[src/verilog/dfc_pkg.sv]
package dfc_pkg;

  // Register bus
  localparam int unsigned DFC_AW = 4;
  localparam int unsigned DFC_DW = 8;

  // Register offsets
  localparam logic [3:0] DFC_OFS_AUX_CTRL = 4'h0;
  localparam logic [3:0] DFC_OFS_MODE_CFG = 4'h1;
  localparam logic [3:0] DFC_OFS_DYN_CFG = 4'h2;
  localparam logic [3:0] DFC_OFS_ROUTE_CFG = 4'h3;
  localparam logic [3:0] DFC_OFS_ACC0 = 4'h4;
  localparam logic [3:0] DFC_OFS_ACC1 = 4'h5;
  localparam logic [3:0] DFC_OFS_FIFO0 = 4'h6;
  localparam logic [3:0] DFC_OFS_FIFO1 = 4'h7;
  localparam logic [3:0] DFC_OFS_STATUS = 4'h8;

  // Field positions: auxiliary_control
  localparam int unsigned DFC_AUX_FLUSH_LSB = 0;
  localparam int unsigned DFC_AUX_LEVEL_LSB = 2;
  // Field positions: fifo_mode_config
  localparam int unsigned DFC_MODE_CAPTURE = 0;
  localparam int unsigned DFC_MODE_ASYNC = 1;
  localparam int unsigned DFC_MODE_INVERT_LSB = 2;
  localparam int unsigned DFC_MODE_FAST = 4;
  localparam int unsigned DFC_MODE_EDGE = 5;
  // Field positions: fifo_dynamic_config
  localparam int unsigned DFC_DYN_LSB = 0;
  // Field positions: fifo_route_config, two bits per FIFO
  localparam int unsigned DFC_ROUTE_LSB = 0;
  // Field positions: status
  localparam int unsigned DFC_STAT_HOST_LSB = 0;
  localparam int unsigned DFC_STAT_INT_LSB = 2;

  // Reset values
  localparam logic [7:0] DFC_RST_AUX_CTRL = 8'h00;
  localparam logic [7:0] DFC_RST_MODE_CFG = 8'h00;
  localparam logic [7:0] DFC_RST_DYN_CFG = 8'h00;
  localparam logic [7:0] DFC_RST_ROUTE_CFG = 8'h00;

  // FIFO geometry and thresholds
  localparam int unsigned DFC_FIFO_W = 8;
  localparam logic [2:0] DFC_FIFO_DEPTH = 3'h4;
  localparam logic [2:0] DFC_THR_LOW = 3'h1;
  localparam logic [2:0] DFC_THR_HIGH = 3'h2;

  // Source selection of a FIFO
  typedef enum logic [1:0] {
    DFC_SRC_BUS = 2'h0,
    DFC_SRC_ACC0 = 2'h1,
    DFC_SRC_ACC1 = 2'h2,
    DFC_SRC_ALU = 2'h3
  } dfc_src_t;

  // Register bus request
  typedef struct packed {
    logic we;
    logic re;
    logic [DFC_AW-1:0] addr;
    logic [DFC_DW-1:0] wdata;
  } dfc_bus_req_t;

  // Datapath operands offered to the FIFOs
  typedef struct packed {
    logic [DFC_FIFO_W-1:0] alu;
    logic [DFC_FIFO_W-1:0] acc1;
    logic [DFC_FIFO_W-1:0] acc0;
  } dfc_dp_data_t;

endpackage

[src/verilog/dfc_byte_fifo.sv]
`timescale 1ns/10ps
module dfc_byte_fifo (
  input wire logic clk_sys_i,
  input wire logic rstn_i,
  input wire logic flush_i,
  input wire logic wr_i,
  input wire logic [dfc_pkg::DFC_FIFO_W-1:0] wdata_i,
  input wire logic rd_i,
  output logic [dfc_pkg::DFC_FIFO_W-1:0] rdata_o,
  output logic [2:0] count_o
);

  logic [dfc_pkg::DFC_FIFO_W-1:0] mem_r [0:3];
  logic [1:0] wptr_r;
  logic [1:0] rptr_r;
  logic [2:0] cnt_r;
  logic [2:0] cnt_nxt;
  wire full = (cnt_r == dfc_pkg::DFC_FIFO_DEPTH);
  wire empty = (cnt_r == 3'h0);
  // Underflow: a read of an empty FIFO moves nothing
  wire do_rd = rd_i && !empty && !flush_i;
  // Overflow: front entry is replaced, pointers kept
  wire ovw = wr_i && full && !do_rd;
  wire push = wr_i && !ovw && !flush_i;
  // Flushed FIFO is a one-byte buffer at entry zero
  wire [1:0] waddr = flush_i ? 2'h0 : wptr_r;

  assign cnt_nxt = 3'(cnt_r + {2'h0, push} - {2'h0, do_rd});

  always_ff @(posedge clk_sys_i) begin
    if (!rstn_i || flush_i) begin
      wptr_r <= 2'h0;
      rptr_r <= 2'h0;
      cnt_r <= 3'h0;
    end else begin
      wptr_r <= 2'(wptr_r + {1'h0, push});
      rptr_r <= 2'(rptr_r + {1'h0, do_rd});
      cnt_r <= cnt_nxt;
    end
  end

  always_ff @(posedge clk_sys_i) begin
    if (wr_i) begin
      mem_r[waddr] <= wdata_i;
    end
  end

  assign rdata_o = mem_r[rptr_r];
  assign count_o = cnt_r;

endmodule

[src/verilog/dfc_datapath_fifo_control.sv]
// How it works
// - Capture writes only output FIFOs; chain out passes for input FIFOs too
// - Accumulator read writes value into its FIFO
// - Capture trigger passes along the chain
// - Load strobe ORed with software capture
// - Flush bit resets FIFO until cleared
// - Held flush gives one-byte statusless buffer
// - Level bit sets threshold one or two
// - Async empty clears late, sets at once
// - Async full clears late, sets at once
// - One async bit, internal status only
// - Write when full overwrites front entry
// - Empty read undefined, pointers stay sound
// - Clock invert picks falling datapath edge
// - Dynamic bit lets routed signal pick access
// - Internal access reads into accumulator only
// - Access select high external, low internal
// - Dynamic status: write full, read threshold
// - Four status outputs, per FIFO direction
// - Static internal status: input empty, output full
// - Edge mode needs strobe low between edges
// - Fast mode samples strobe every system clock for output-routed FIFOs only
`timescale 1ns/10ps
module dfc_datapath_fifo_control (
  input wire logic clk_sys_i,
  input wire logic rstn_i,
  input dfc_pkg::dfc_bus_req_t bus_req_i,
  output logic [dfc_pkg::DFC_DW-1:0] rd_data_o,
  input wire logic dp_clk_i,
  input wire logic [1:0] hw_load_strobe_i,
  input wire logic [1:0] access_select_i,
  input wire logic [1:0] capture_chain_i,
  input dfc_pkg::dfc_dp_data_t dp_data_i,
  input wire logic [1:0] dp_read_i,
  output logic [1:0][dfc_pkg::DFC_FIFO_W-1:0] fifo_data_o,
  output logic [1:0] host_side_status_o,
  output logic [1:0] internal_side_status_o,
  output logic [1:0] fifo_write_pulse_o,
  output logic [1:0] capture_chain_o
);

  // Software registers
  logic [7:0] aux_r;
  logic [7:0] mode_r;
  logic [7:0] dyn_r;
  logic [7:0] route_r;
  logic [7:0] rd_data_r;
  logic [7:0] rd_data_nxt;

  // Per-FIFO state and outputs
  logic [1:0][7:0] fifo_data_r;
  logic [1:0][7:0] fifo_rdata;
  logic [1:0][2:0] fifo_count;
  logic [1:0] host_stat_r;
  logic [1:0] int_stat_r;
  logic [1:0] wr_pulse_r;
  logic [1:0] chain_r;

  // Pins from routing: datapath clock and access selects
  logic [2:0] pin_sync;
  logic dp_clk_d_r;

  function automatic logic reg_hit(input logic [3:0] addr,
                                   input logic [3:0] ofs);
    reg_hit = (addr == ofs);
  endfunction

  dfc_sync #(
    .WIDTH(3)
  ) u_pin_sync (
    .clk_sys_i(clk_sys_i),
    .rstn_i(rstn_i),
    .d_i({access_select_i, dp_clk_i}),
    .q_o(pin_sync)
  );

  wire dp_clk_s = pin_sync[0];
  wire [1:0] access_sel_s = pin_sync[2:1];
  wire dp_rise = dp_clk_s && !dp_clk_d_r;
  wire dp_fall = !dp_clk_s && dp_clk_d_r;

  // Write decode
  wire wr_aux = bus_req_i.we &&
                reg_hit(bus_req_i.addr, dfc_pkg::DFC_OFS_AUX_CTRL);
  wire wr_mode = bus_req_i.we &&
                 reg_hit(bus_req_i.addr, dfc_pkg::DFC_OFS_MODE_CFG);
  wire wr_dyn = bus_req_i.we &&
                reg_hit(bus_req_i.addr, dfc_pkg::DFC_OFS_DYN_CFG);
  wire wr_route = bus_req_i.we &&
                  reg_hit(bus_req_i.addr, dfc_pkg::DFC_OFS_ROUTE_CFG);
  wire [1:0] wr_fifo = {
    bus_req_i.we && reg_hit(bus_req_i.addr, dfc_pkg::DFC_OFS_FIFO1),
    bus_req_i.we && reg_hit(bus_req_i.addr, dfc_pkg::DFC_OFS_FIFO0)};
  // Read decode
  wire [1:0] rd_fifo = {
    bus_req_i.re && reg_hit(bus_req_i.addr, dfc_pkg::DFC_OFS_FIFO1),
    bus_req_i.re && reg_hit(bus_req_i.addr, dfc_pkg::DFC_OFS_FIFO0)};
  wire [1:0] rd_acc = {
    bus_req_i.re && reg_hit(bus_req_i.addr, dfc_pkg::DFC_OFS_ACC1),
    bus_req_i.re && reg_hit(bus_req_i.addr, dfc_pkg::DFC_OFS_ACC0)};

  // Global mode bits
  wire cap_en = mode_r[dfc_pkg::DFC_MODE_CAPTURE];
  wire async_en = mode_r[dfc_pkg::DFC_MODE_ASYNC];
  wire fast_en = mode_r[dfc_pkg::DFC_MODE_FAST];
  wire edge_en = mode_r[dfc_pkg::DFC_MODE_EDGE];

  always_ff @(posedge clk_sys_i) begin
    if (!rstn_i) begin
      aux_r <= dfc_pkg::DFC_RST_AUX_CTRL;
      mode_r <= dfc_pkg::DFC_RST_MODE_CFG;
      dyn_r <= dfc_pkg::DFC_RST_DYN_CFG;
      route_r <= dfc_pkg::DFC_RST_ROUTE_CFG;
    end else begin
      if (wr_aux) begin
        aux_r <= bus_req_i.wdata;
      end
      if (wr_mode) begin
        mode_r <= bus_req_i.wdata;
      end
      if (wr_dyn) begin
        dyn_r <= bus_req_i.wdata;
      end
      if (wr_route) begin
        route_r <= bus_req_i.wdata;
      end
    end
  end

  always_ff @(posedge clk_sys_i) begin
    if (!rstn_i) begin
      dp_clk_d_r <= 1'b0;
      rd_data_r <= 8'h00;
    end else begin
      dp_clk_d_r <= dp_clk_s;
      rd_data_r <= rd_data_nxt;
    end
  end

  // Read mux; unmapped offsets and unused status bits read zero.
  // accumulator read returns the live value, not the capture
  always_comb begin
    rd_data_nxt = 8'h00;
    if (!bus_req_i.re) begin
      rd_data_nxt = 8'h00;
    end else if (reg_hit(bus_req_i.addr, dfc_pkg::DFC_OFS_AUX_CTRL)) begin
      rd_data_nxt = aux_r;
    end else if (reg_hit(bus_req_i.addr, dfc_pkg::DFC_OFS_MODE_CFG)) begin
      rd_data_nxt = mode_r;
    end else if (reg_hit(bus_req_i.addr, dfc_pkg::DFC_OFS_DYN_CFG)) begin
      rd_data_nxt = dyn_r;
    end else if (reg_hit(bus_req_i.addr, dfc_pkg::DFC_OFS_ROUTE_CFG)) begin
      rd_data_nxt = route_r;
    end else if (rd_acc[0]) begin
      rd_data_nxt = dp_data_i.acc0;
    end else if (rd_acc[1]) begin
      rd_data_nxt = dp_data_i.acc1;
    end else if (rd_fifo[0]) begin
      rd_data_nxt = fifo_rdata[0];
    end else if (rd_fifo[1]) begin
      rd_data_nxt = fifo_rdata[1];
    end else if (reg_hit(bus_req_i.addr, dfc_pkg::DFC_OFS_STATUS)) begin
      rd_data_nxt[dfc_pkg::DFC_STAT_HOST_LSB +: 2] = host_stat_r;
      rd_data_nxt[dfc_pkg::DFC_STAT_INT_LSB +: 2] = int_stat_r;
    end
  end

  genvar g;
  generate
    for (g = 0; g < 2; g++) begin : gen_fifo
      logic sw_pend_r;
      logic req_prev_r;
      logic int_d1_r;
      logic int_d2_r;
      logic [7:0] src_data;
      logic [7:0] wdata;

      wire flush = aux_r[dfc_pkg::DFC_AUX_FLUSH_LSB + g];
      wire level_sel = aux_r[dfc_pkg::DFC_AUX_LEVEL_LSB + g];
      wire clk_inv = mode_r[dfc_pkg::DFC_MODE_INVERT_LSB + g];
      wire dyn = dyn_r[dfc_pkg::DFC_DYN_LSB + g];
      wire [1:0] src_sel = route_r[dfc_pkg::DFC_ROUTE_LSB + 2*g +: 2];
      // Static direction; flush leaves it in force
      wire is_out = (src_sel != dfc_pkg::DFC_SRC_BUS);

      // dynamic access chosen by routed select
      // select high is external, low internal
      wire ext = access_sel_s[g];
      wire bus_wr_ok = dyn ? ext : !is_out;
      wire bus_rd_ok = dyn ? ext : is_out;
      wire dp_wr_ok = dyn ? !ext : is_out;
      // internal reads feed the accumulator only
      wire dp_rd_ok = dyn ? !ext : !is_out;

      // inverted FIFO clock uses falling edge
      wire tick = clk_inv ? dp_fall : dp_rise;
      // fast mode samples every system clock, for output-routed FIFOs only
      wire sample = (fast_en && is_out) ? 1'b1 : tick;

      wire sw_hit = cap_en && is_out &&
                    (rd_acc[g] || capture_chain_i[g]);
      wire req = hw_load_strobe_i[g] || sw_hit || sw_pend_r;
      // edge mode needs a low sample first
      wire load = sample && req && !(edge_en && req_prev_r);

      wire dp_wr = load && dp_wr_ok;
      wire dp_rd = tick && dp_read_i[g] && dp_rd_ok;
      wire bus_wr = wr_fifo[g] && bus_wr_ok;
      wire fifo_wr = bus_wr || dp_wr;
      wire fifo_rd = (rd_fifo[g] && bus_rd_ok) || dp_rd;

      // bus source code falls to the default, the ALU value
      always_comb begin
        src_data = dp_data_i.alu;
        case (src_sel)
          dfc_pkg::DFC_SRC_ACC0: src_data = dp_data_i.acc0;
          dfc_pkg::DFC_SRC_ACC1: src_data = dp_data_i.acc1;
          default: src_data = dp_data_i.alu;
        endcase
        wdata = bus_wr ? bus_req_i.wdata : src_data;
      end

      // flush held gives a one-byte buffer
      dfc_byte_fifo u_fifo (
        .clk_sys_i(clk_sys_i),
        .rstn_i(rstn_i),
        .flush_i(flush),
        .wr_i(fifo_wr),
        .wdata_i(wdata),
        .rd_i(fifo_rd),
        .rdata_o(fifo_rdata[g]),
        .count_o(fifo_count[g])
      );

      // level bit picks one or two bytes
      wire [2:0] thr = level_sel ? dfc_pkg::DFC_THR_HIGH
                                 : dfc_pkg::DFC_THR_LOW;
      wire [2:0] room = 3'(dfc_pkg::DFC_FIFO_DEPTH - fifo_count[g]);
      wire full = (fifo_count[g] == dfc_pkg::DFC_FIFO_DEPTH);
      wire empty = (fifo_count[g] == 3'h0);
      wire read_side = is_out || dyn;
      wire host_raw = read_side ? (fifo_count[g] >= thr)
                                : (room >= thr);
      wire int_raw = read_side ? full : empty;
      // set at once, clear seen late
      wire int_stat = int_raw || (async_en && int_d2_r);

      always_ff @(posedge clk_sys_i) begin
        if (!rstn_i) begin
          sw_pend_r <= 1'b0;
          req_prev_r <= 1'b0;
          int_d1_r <= 1'b0;
          int_d2_r <= 1'b0;
          host_stat_r[g] <= 1'b0;
          int_stat_r[g] <= 1'b0;
          wr_pulse_r[g] <= 1'b0;
          chain_r[g] <= 1'b0;
          fifo_data_r[g] <= 8'h00;
        end else begin
          // Capture held until a sample point; new one wins
          sw_pend_r <= sw_hit || (sw_pend_r && !sample);
          if (sample) begin
            req_prev_r <= req;
          end
          int_d1_r <= int_raw;
          int_d2_r <= int_d1_r;
          host_stat_r[g] <= host_raw && !flush;
          int_stat_r[g] <= int_stat && !flush;
          wr_pulse_r[g] <= fifo_wr;
          chain_r[g] <= cap_en && (rd_acc[g] || capture_chain_i[g]);
          fifo_data_r[g] <= fifo_rdata[g];
        end
      end
    end
  endgenerate

  // flush before capture is left to firmware
  assign rd_data_o = rd_data_r;
  assign fifo_data_o = fifo_data_r;
  assign host_side_status_o = host_stat_r;
  assign internal_side_status_o = int_stat_r;
  assign fifo_write_pulse_o = wr_pulse_r;
  assign capture_chain_o = chain_r;

endmodule

[src/verilog/dfc_sync.sv]
`timescale 1ns/10ps
module dfc_sync #(
  parameter int unsigned WIDTH = 3
) (
  input wire logic clk_sys_i,
  input wire logic rstn_i,
  input wire logic [WIDTH-1:0] d_i,
  output logic [WIDTH-1:0] q_o
);

  logic [WIDTH-1:0] meta_r;
  logic [WIDTH-1:0] q_r;

  // First stage feeds only the second
  always_ff @(posedge clk_sys_i) begin
    if (!rstn_i) begin
      meta_r <= '0;
      q_r <= '0;
    end else begin
      meta_r <= d_i;
      q_r <= meta_r;
    end
  end

  assign q_o = q_r;

endmodule
[config.mk]
export PLATFORM = sky130hd
export DESIGN_NAME = dfc_datapath_fifo_control
export DESIGN_NICKNAME = d
export VERILOG_FILES = /design/src/verilog/dfc_pkg.sv /design/src/verilog/dfc_byte_fifo.sv /design/src/verilog/dfc_datapath_fifo_control.sv /design/src/verilog/dfc_sync.sv
export SDC_FILE = /design/constraint.sdc
export NUM_CORES = 1
export LEC_CHECK = 0
export ABC_AREA = 1
export BUFFER_PORTS_ARGS = -buffer_cell sky130_fd_sc_hd__buf_4
export CORE_MARGIN = 4
export CORE_UTILIZATION = 30
export CTS_CLUSTER_DIAMETER = 50
export DETAILED_ROUTE_END_ITERATION = 7
export SETUP_SLACK_MARGIN = 0.2
export SYNTH_ARGS = -nofsm -noshare
export SYNTH_HDL_FRONTEND = slang
export SYNTH_HIERARCHICAL = 1
export SYNTH_SLANG_ARGS = --single-unit
[constraint.sdc]
create_clock -name clk_sys_i -period 5 [get_ports clk_sys_i]
set_input_delay 0.5 -clock clk_sys_i [delete_from_list [all_inputs] [get_ports clk_sys_i]]
set_output_delay 0.5 -clock clk_sys_i [all_outputs]
set_load 0.02 [all_outputs]
# After elaboration in Yosys (flattened, before gate mapping)
# Memory sizes are Yosys's and may differ from the RTL's. A register that Yosys moved wholly into a read port is not among the register bits.
# Cells that the tools add are included.
# totals
ff_bits,93
mem_bits_rw,64
inputBits,49
output_inout_bits,32
elab_cells,201
memories,2
# op_classes
addsub,10
magnitude_cmp,4
eq_ne,14
muxes,40
reduce_logical,99
# mem_list
name,depth,word_bits,rd,rd_clocked_by_memory_dff,wr,line_no,text
gen_fifo[0].u_fifo.mem_r,4,8,1,1,1,dfc_byte_fifo.sv:13,logic [dfc_pkg::DFC_FIFO_W-1:0] mem_r [0:3];
gen_fifo[1].u_fifo.mem_r,4,8,1,1,1,dfc_byte_fifo.sv:13,
# ops
operator,count
8-bit two-way mux,9
1-bit logical AND,56
8-bit one-hot mux with 2 select lines,2
1-bit two-way mux,20
1-bit zero test,19
1-bit logical OR,18
4-bit by 3-bit equality test with 1-bit output (second input constant),4
3-bit by 2-bit >= comparator with 1-bit output,4
2-bit two-way mux,6
4-bit two-way mux,3
2-bit by 1-bit adder with 2-bit output,4
4-bit by 2-bit equality test with 1-bit output (second input constant),2
3-bit by 1-bit adder with 3-bit output,2
3-bit equality test (second input constant),2
3-bit zero test,2
3-bit by 1-bit subtractor with 3-bit output,2
3-bit subtractor (first input constant),2
2-bit by 1-bit equality test with 1-bit output (second input constant),2
2-bit equality test (second input constant),2
4-bit by 1-bit equality test with 1-bit output (second input constant),1
4-bit equality test (second input constant),1
4-bit zero test,1
2-bit nonzero test,2
2-bit AND reduction,1

# Longest topological paths before layout
# depth
depth_word,17
ltp_mapped,17

# Cells and area by module
# The synthesis kept the hierarchy.
# modules_own_cells
module,n_inst,cells_per_inst,area_per_inst_um2
dfc_datapath_fifo_control,1,585,4073.9
dfc_byte_fifo,2,144,1660.3
dfc_sync,1,18,165.2

# Least setup slack after synthesis
# No wires, ideal clock.
# synth_timing
path_type,register -> register
startpoint,register route_r[2]
endpoint,register gen_fifo[1].u_fifo.cnt_r[2]
setup_ns,0.115
t_arrival_ns,2.510
slack_ns,2.375
path_stages_with_launch,17
path_buffers,1
path_cell_list,dfxtp_1 > inv_1 > ha_1 > inv_1 > nor2_1 > a21oi_1 > nor3_2 > nand2_2 > buf_6 > nand2_1 > nand3_1 > ha_1 > inv_1 > ha_1 > fa_1 > a21oi_1 > nor2_1
# synth_between
elab_chain_cells,16
elab_cells_between_ends,30
cone_classes,add/sub: 2; mux: 5; reduce/logical: 23
# synth_rtl
item,line_no,text
start: declaration,dfc_datapath_fifo_control.sv:46,logic [7:0] route_r;
start signal: assignment,dfc_datapath_fifo_control.sv:113,route_r <= dfc_pkg::DFC_RST_ROUTE_CFG;
start signal: assignment,dfc_datapath_fifo_control.sv:125,route_r <= bus_req_i.wdata;
2-bit nonzero test (*),dfc_datapath_fifo_control.sv:184,wire is_out = (src_sel != dfc_pkg::DFC_SRC_BUS);
1-bit logical AND (2 in series),dfc_datapath_fifo_control.sv:200,wire sw_hit = cap_en && is_out &&
1-bit logical OR (2 in series),dfc_datapath_fifo_control.sv:202,wire req = hw_load_strobe_i[g] || sw_hit || sw_pend_r;
1-bit logical AND (2 in series),dfc_datapath_fifo_control.sv:204,wire load = sample && req && !(edge_en && req_prev_r);
1-bit logical AND,dfc_datapath_fifo_control.sv:206,wire dp_wr = load && dp_wr_ok;
1-bit logical OR (*),dfc_datapath_fifo_control.sv:209,wire fifo_wr = bus_wr || dp_wr;
net gen_fifo[1].fifo_wr,dfc_datapath_fifo_control.sv:209,
1-bit logical AND (2 in series),dfc_byte_fifo.sv:23,wire ovw = wr_i && full && !do_rd;
1-bit zero test,dfc_byte_fifo.sv:24,wire push = wr_i && !ovw && !flush_i;
1-bit logical AND (*) (2 in series),dfc_byte_fifo.sv:24,
3-bit by 1-bit adder with 3-bit output (*),dfc_byte_fifo.sv:28,"assign cnt_nxt = 3'(cnt_r + {2'h0, push} - {2'h0, do_rd});"
3-bit by 1-bit subtractor with 3-bit output (*),dfc_byte_fifo.sv:28,
end signal: assignment,dfc_byte_fifo.sv:38,cnt_r <= cnt_nxt;
end: declaration,dfc_byte_fifo.sv:16,logic [2:0] cnt_r;
# The timed path passes the listed nets; every way through them passes the cells marked *.
# A chain may end at the register's enable or synchronous reset.

# Worst setup path in the final report
# layout_timing
startpoint,register route_r[3]
endpoint,register gen_fifo[1].u_fifo.cnt_r[2]
# The elaborated chain is that of the path after synthesis.

==> impl_results.md <==
* Max Slew Vio Count at 0
* Nets@finish at 1031
* Final Cycle Share at 60.57%
* Arr. time, crit path at 3.35 ns
* Post-synthesis compound-gate area fraction at 12.60%
* Post-synth EDFFs at 64
* Max frequency at 330.2 MHz
* Synth Flop Type: dfxtp_1
* Outcome: completed
* Maximum VDD drop at 0.0001269 V
* Total global routing overflow at 0
* Drt initial violations at 628
* CTS Buffer Depth at 2
* CTS Sinks at 157
* CP max-delay cell: fa_1
* Reg power frac at 48.1%
* Cell taking the most area after synthesis: edfxtp_1
* DP HPWL at 15.31 mm
* Final hold violation count at 0
* Cell Area, Synth at 0.007560 sq mm
* Sw Ratio at 24.07%
* Fraction of synthesized area in multiplexers at 0.2648%
* Cell variety after synth at 39
* IO Pins at 81
* PortBufs at 80
* Antenna Nets Post-Route at 0
* Fin cells at 1290
* Placed Instances at 1259
* Clk Latency, worst-skew pair at 0.43 ns
* # setup viols final at 0
* Top-area cell type share of the netlist area at 25.42%
* Power share of the combinational group at 8.7%
* Kind of critical path: reg -> reg
* Pleak at 3.690 nW
* Gp weighted congestion at 0.8835
* Max cap viols at 0
* CP Launch Type: flop
* CTS tree: built
* Largest net degree at the start of global routing at 44
* Power per cell area at 323.6 mW/mm^2
* Die W at 166.7 um
* Fraction of the mapped netlist area in simple logic gates at 21.48%
* Asr flop ratio synth at 0%
* CTS Buf Count at 17
* Post-CTS setup buffer count at 0
* # hold bufs at CTS at 0
* Clock share of power at 43.2%
* Int Power at 2.182 mW
* RSZ-0062 raised after global routing: no
* Post-synthesis register bit count at 157
* Vias per inst at 4.736
* Slew margin rel. at 23.66%
* Syn nets at 968
* Core area at 0.02453 sq mm
* WL final at 20.80 mm
* Drc violations at 0
* Fill count at 2567
* Tot Pwr at 2.874 mW
* Share of layout cells above drive strength 1 at 15.63%
* Ranking of synthesized cells by area: edfxtp_1 (25%), dfxtp_1 (25%), nand2_1 (9.9%), inv_1 (6.7%), a21oi_1 (5.0%)
* DRT Pass-1 Iters at 5
* Initial antenna violation count at 0
* Vias in the first global route at 5813
* First-pass GRT wire length at 32.80 mm
* Routed len/inst at 16.12 um
* Setup TNS at 0 ns
* Syn avg cell area at 8.485 sq um
* Syn Inst Count at 891
* GRT Resource Usage Total at 15.09%
* Synthesized-area fraction occupied by adder cells at 4.833%
* Row count at 57
* PostCTS Resize Cnt at 0
* Worst slew pin tran at 1.144 ns
* CP endpoint kind: flop
* Diode count at 0
* CP Cell Sequence: inv_1 -> ha_1 -> inv_1 -> nor2_1 -> a21oi_1 -> nor3_2 -> nand2_2 -> nand2_1 -> nand3_1 -> ha_1 -> inv_1 -> ha_1 -> fa_1 -> a21oi_1 -> nor2_1
* Sw Pwr at 691.6 uW
* Hold WC Path Type: in -> reg
* Synth Area in XOR/XNOR at 0.4634%
* Clk slew on worst S/H paths at 0.06 ns
* CTS H-tree depth at 4
* CP peak stage delay at 0.38 ns
* Final Skew at 0.008044 ns
* Initial Utilization at 30.81%
* Clk Tree Root Cell: clkbuf_16
* Chip height at 166.7 um
* Min cycle time layout at 3.028 ns
* Largest family of logic cells by synthesized area: simple AND/OR/NAND/NOR gates
* Layout area overhead at 17.46%
* Die area at 0.02780 sq mm
* Synthesis Warnings at 6
* CP max FO at 18
* CP required at 5.32 ns
* Routed via count at 6109
* Seq/Total Area, Yosys at 50.05%
[final timing paths]
kind	start	to	slack [ns]	cells past startpoint
min reg2reg	gen_fifo[1].int_d1_r	gen_fifo[1].int_d2_r	0.41	2
min	access_select_i[1]	u_pin_sync/meta_r[2]	0.25	3
max	route_r[3]	gen_fifo[1].u_fifo/count_o[2]	1.97	15
max reg2reg	route_r[3]	gen_fifo[1].u_fifo/count_o[2]	1.97	15
[synth_stat cells, types with 4 or more instances]
cell,instances
clkbuf_1,17
nand4_1,9
ha_1,26
o21ai_1,17
o21ai_2,5
buf_4,4
buf_2,4
edfxtp_1,64
nand3_1,66
a21oi_2,4
nor2_4,4
dfxtp_1,93
inv_2,4
nor3_1,4
or2_2,4
nor2_2,5
nand2_2,7
nand2_1,200
xnor2_1,4
inv_1,135
nor2_1,48
a21oi_1,75
buf_6,9
o211ai_1,33
o21ai_0,28
[per-stage QoR]
stage               hold WS [ns]  setup WS (ns)  cell area, sq um  utilization, %
CTS                       0.2366          2.022              8880           36.19
floorplan                 0.3900          2.375              7560               -
global placement          0.3926          2.128              8320           33.91
global route              0.2561          1.730              8880           36.19
finish                    0.2545          1.972              8880           36.19
detailed placement        0.3990          2.035              8320           33.91
[metal layers]
metal / track usage [%] / share of wire, % / up-vias
li1: - / - / 3039
met3: 3.721 / 7.0 / 16
met2: 22.95 / 45 / 211
met1: 21.82 / 47 / 2843
met4: 3.344 / 1.0 / 0
met5: 0 / 0 / -
[cell families after synthesis]
family          after synthesis
simple gates                358
buf+inv                     177
compound gates              165
flops                       157
fa+ha+maj                    28
xor+xnor                      4
mux                           2
[flip-flops by register name, indices dropped and copies added (netlist names), 3 cells and up]
register	flops
gen_fifo.u_fifo/count_o	6
u_pin_sync/q_o	3
gen_fifo.u_fifo/mem_r	64
u_pin_sync/meta_r	3
aux_r	8
gen_fifo.u_fifo/wptr_r	4
gen_fifo.u_fifo/rptr_r	4
rd_data_o	8
dyn_r	8
route_r	8
mode_r	8
fifo_data_o	16
[cell type report]
| type | instances | area (sq um) | share of cell area (%) |
|---|---|---|---|
| multi-input combinational | 557 | 2997 | 33.75 |
| clock buffer | 20 | 436.7 | 4.918 |
| timing repair buffer | 80 | 600.6 | 6.763 |
| inverter | 141 | 534.3 | 6.017 |
| tap | 324 | 405.4 | 4.565 |
| sequential | 157 | 3784 | 42.61 |
| clock inverter | 11 | 122.6 | 1.381 |
[cells in the final DEF (no fill, tap or decap), drive strengths merged, types with 20 or more instances in the layout]
| master | Yosys | layout |
|---|---|---|
| a21oi | 79 | 79 |
| buf | 19 | 80 |
| clkbuf | 17 | 20 |
| dfxtp | 93 | 93 |
| edfxtp | 64 | 64 |
| ha | 26 | 26 |
| inv | 141 | 141 |
| nand2 | 209 | 209 |
| nand3 | 69 | 69 |
| nor2 | 58 | 58 |
| o211ai | 33 | 33 |
| o21ai | 50 | 50 |
[power groups by stage]
stage / clock, mW / combinational [mW] / sequential, mW
floorplan: 0 / 0.128 / 1.42
global placement: 0 / 0.245 / 1.41
detailed placement: 0 / 0.247 / 1.41
CTS: 1.27 / 0.248 / 1.38
global route: 1.33 / 0.275 / 1.39
finish: 1.24 / 0.249 / 1.38
[critical path, delay by kind of cell (launching register included)]
kind	cells	cell delay, ns
DFF	1	0.33
AOI/OAI and AO/OA	2	0.25
adders and majority gates	4	1.01
buffers and inverters	3	0.21
and+or+nand+nor	6	1.11
(Power assumes the default switching activity.)
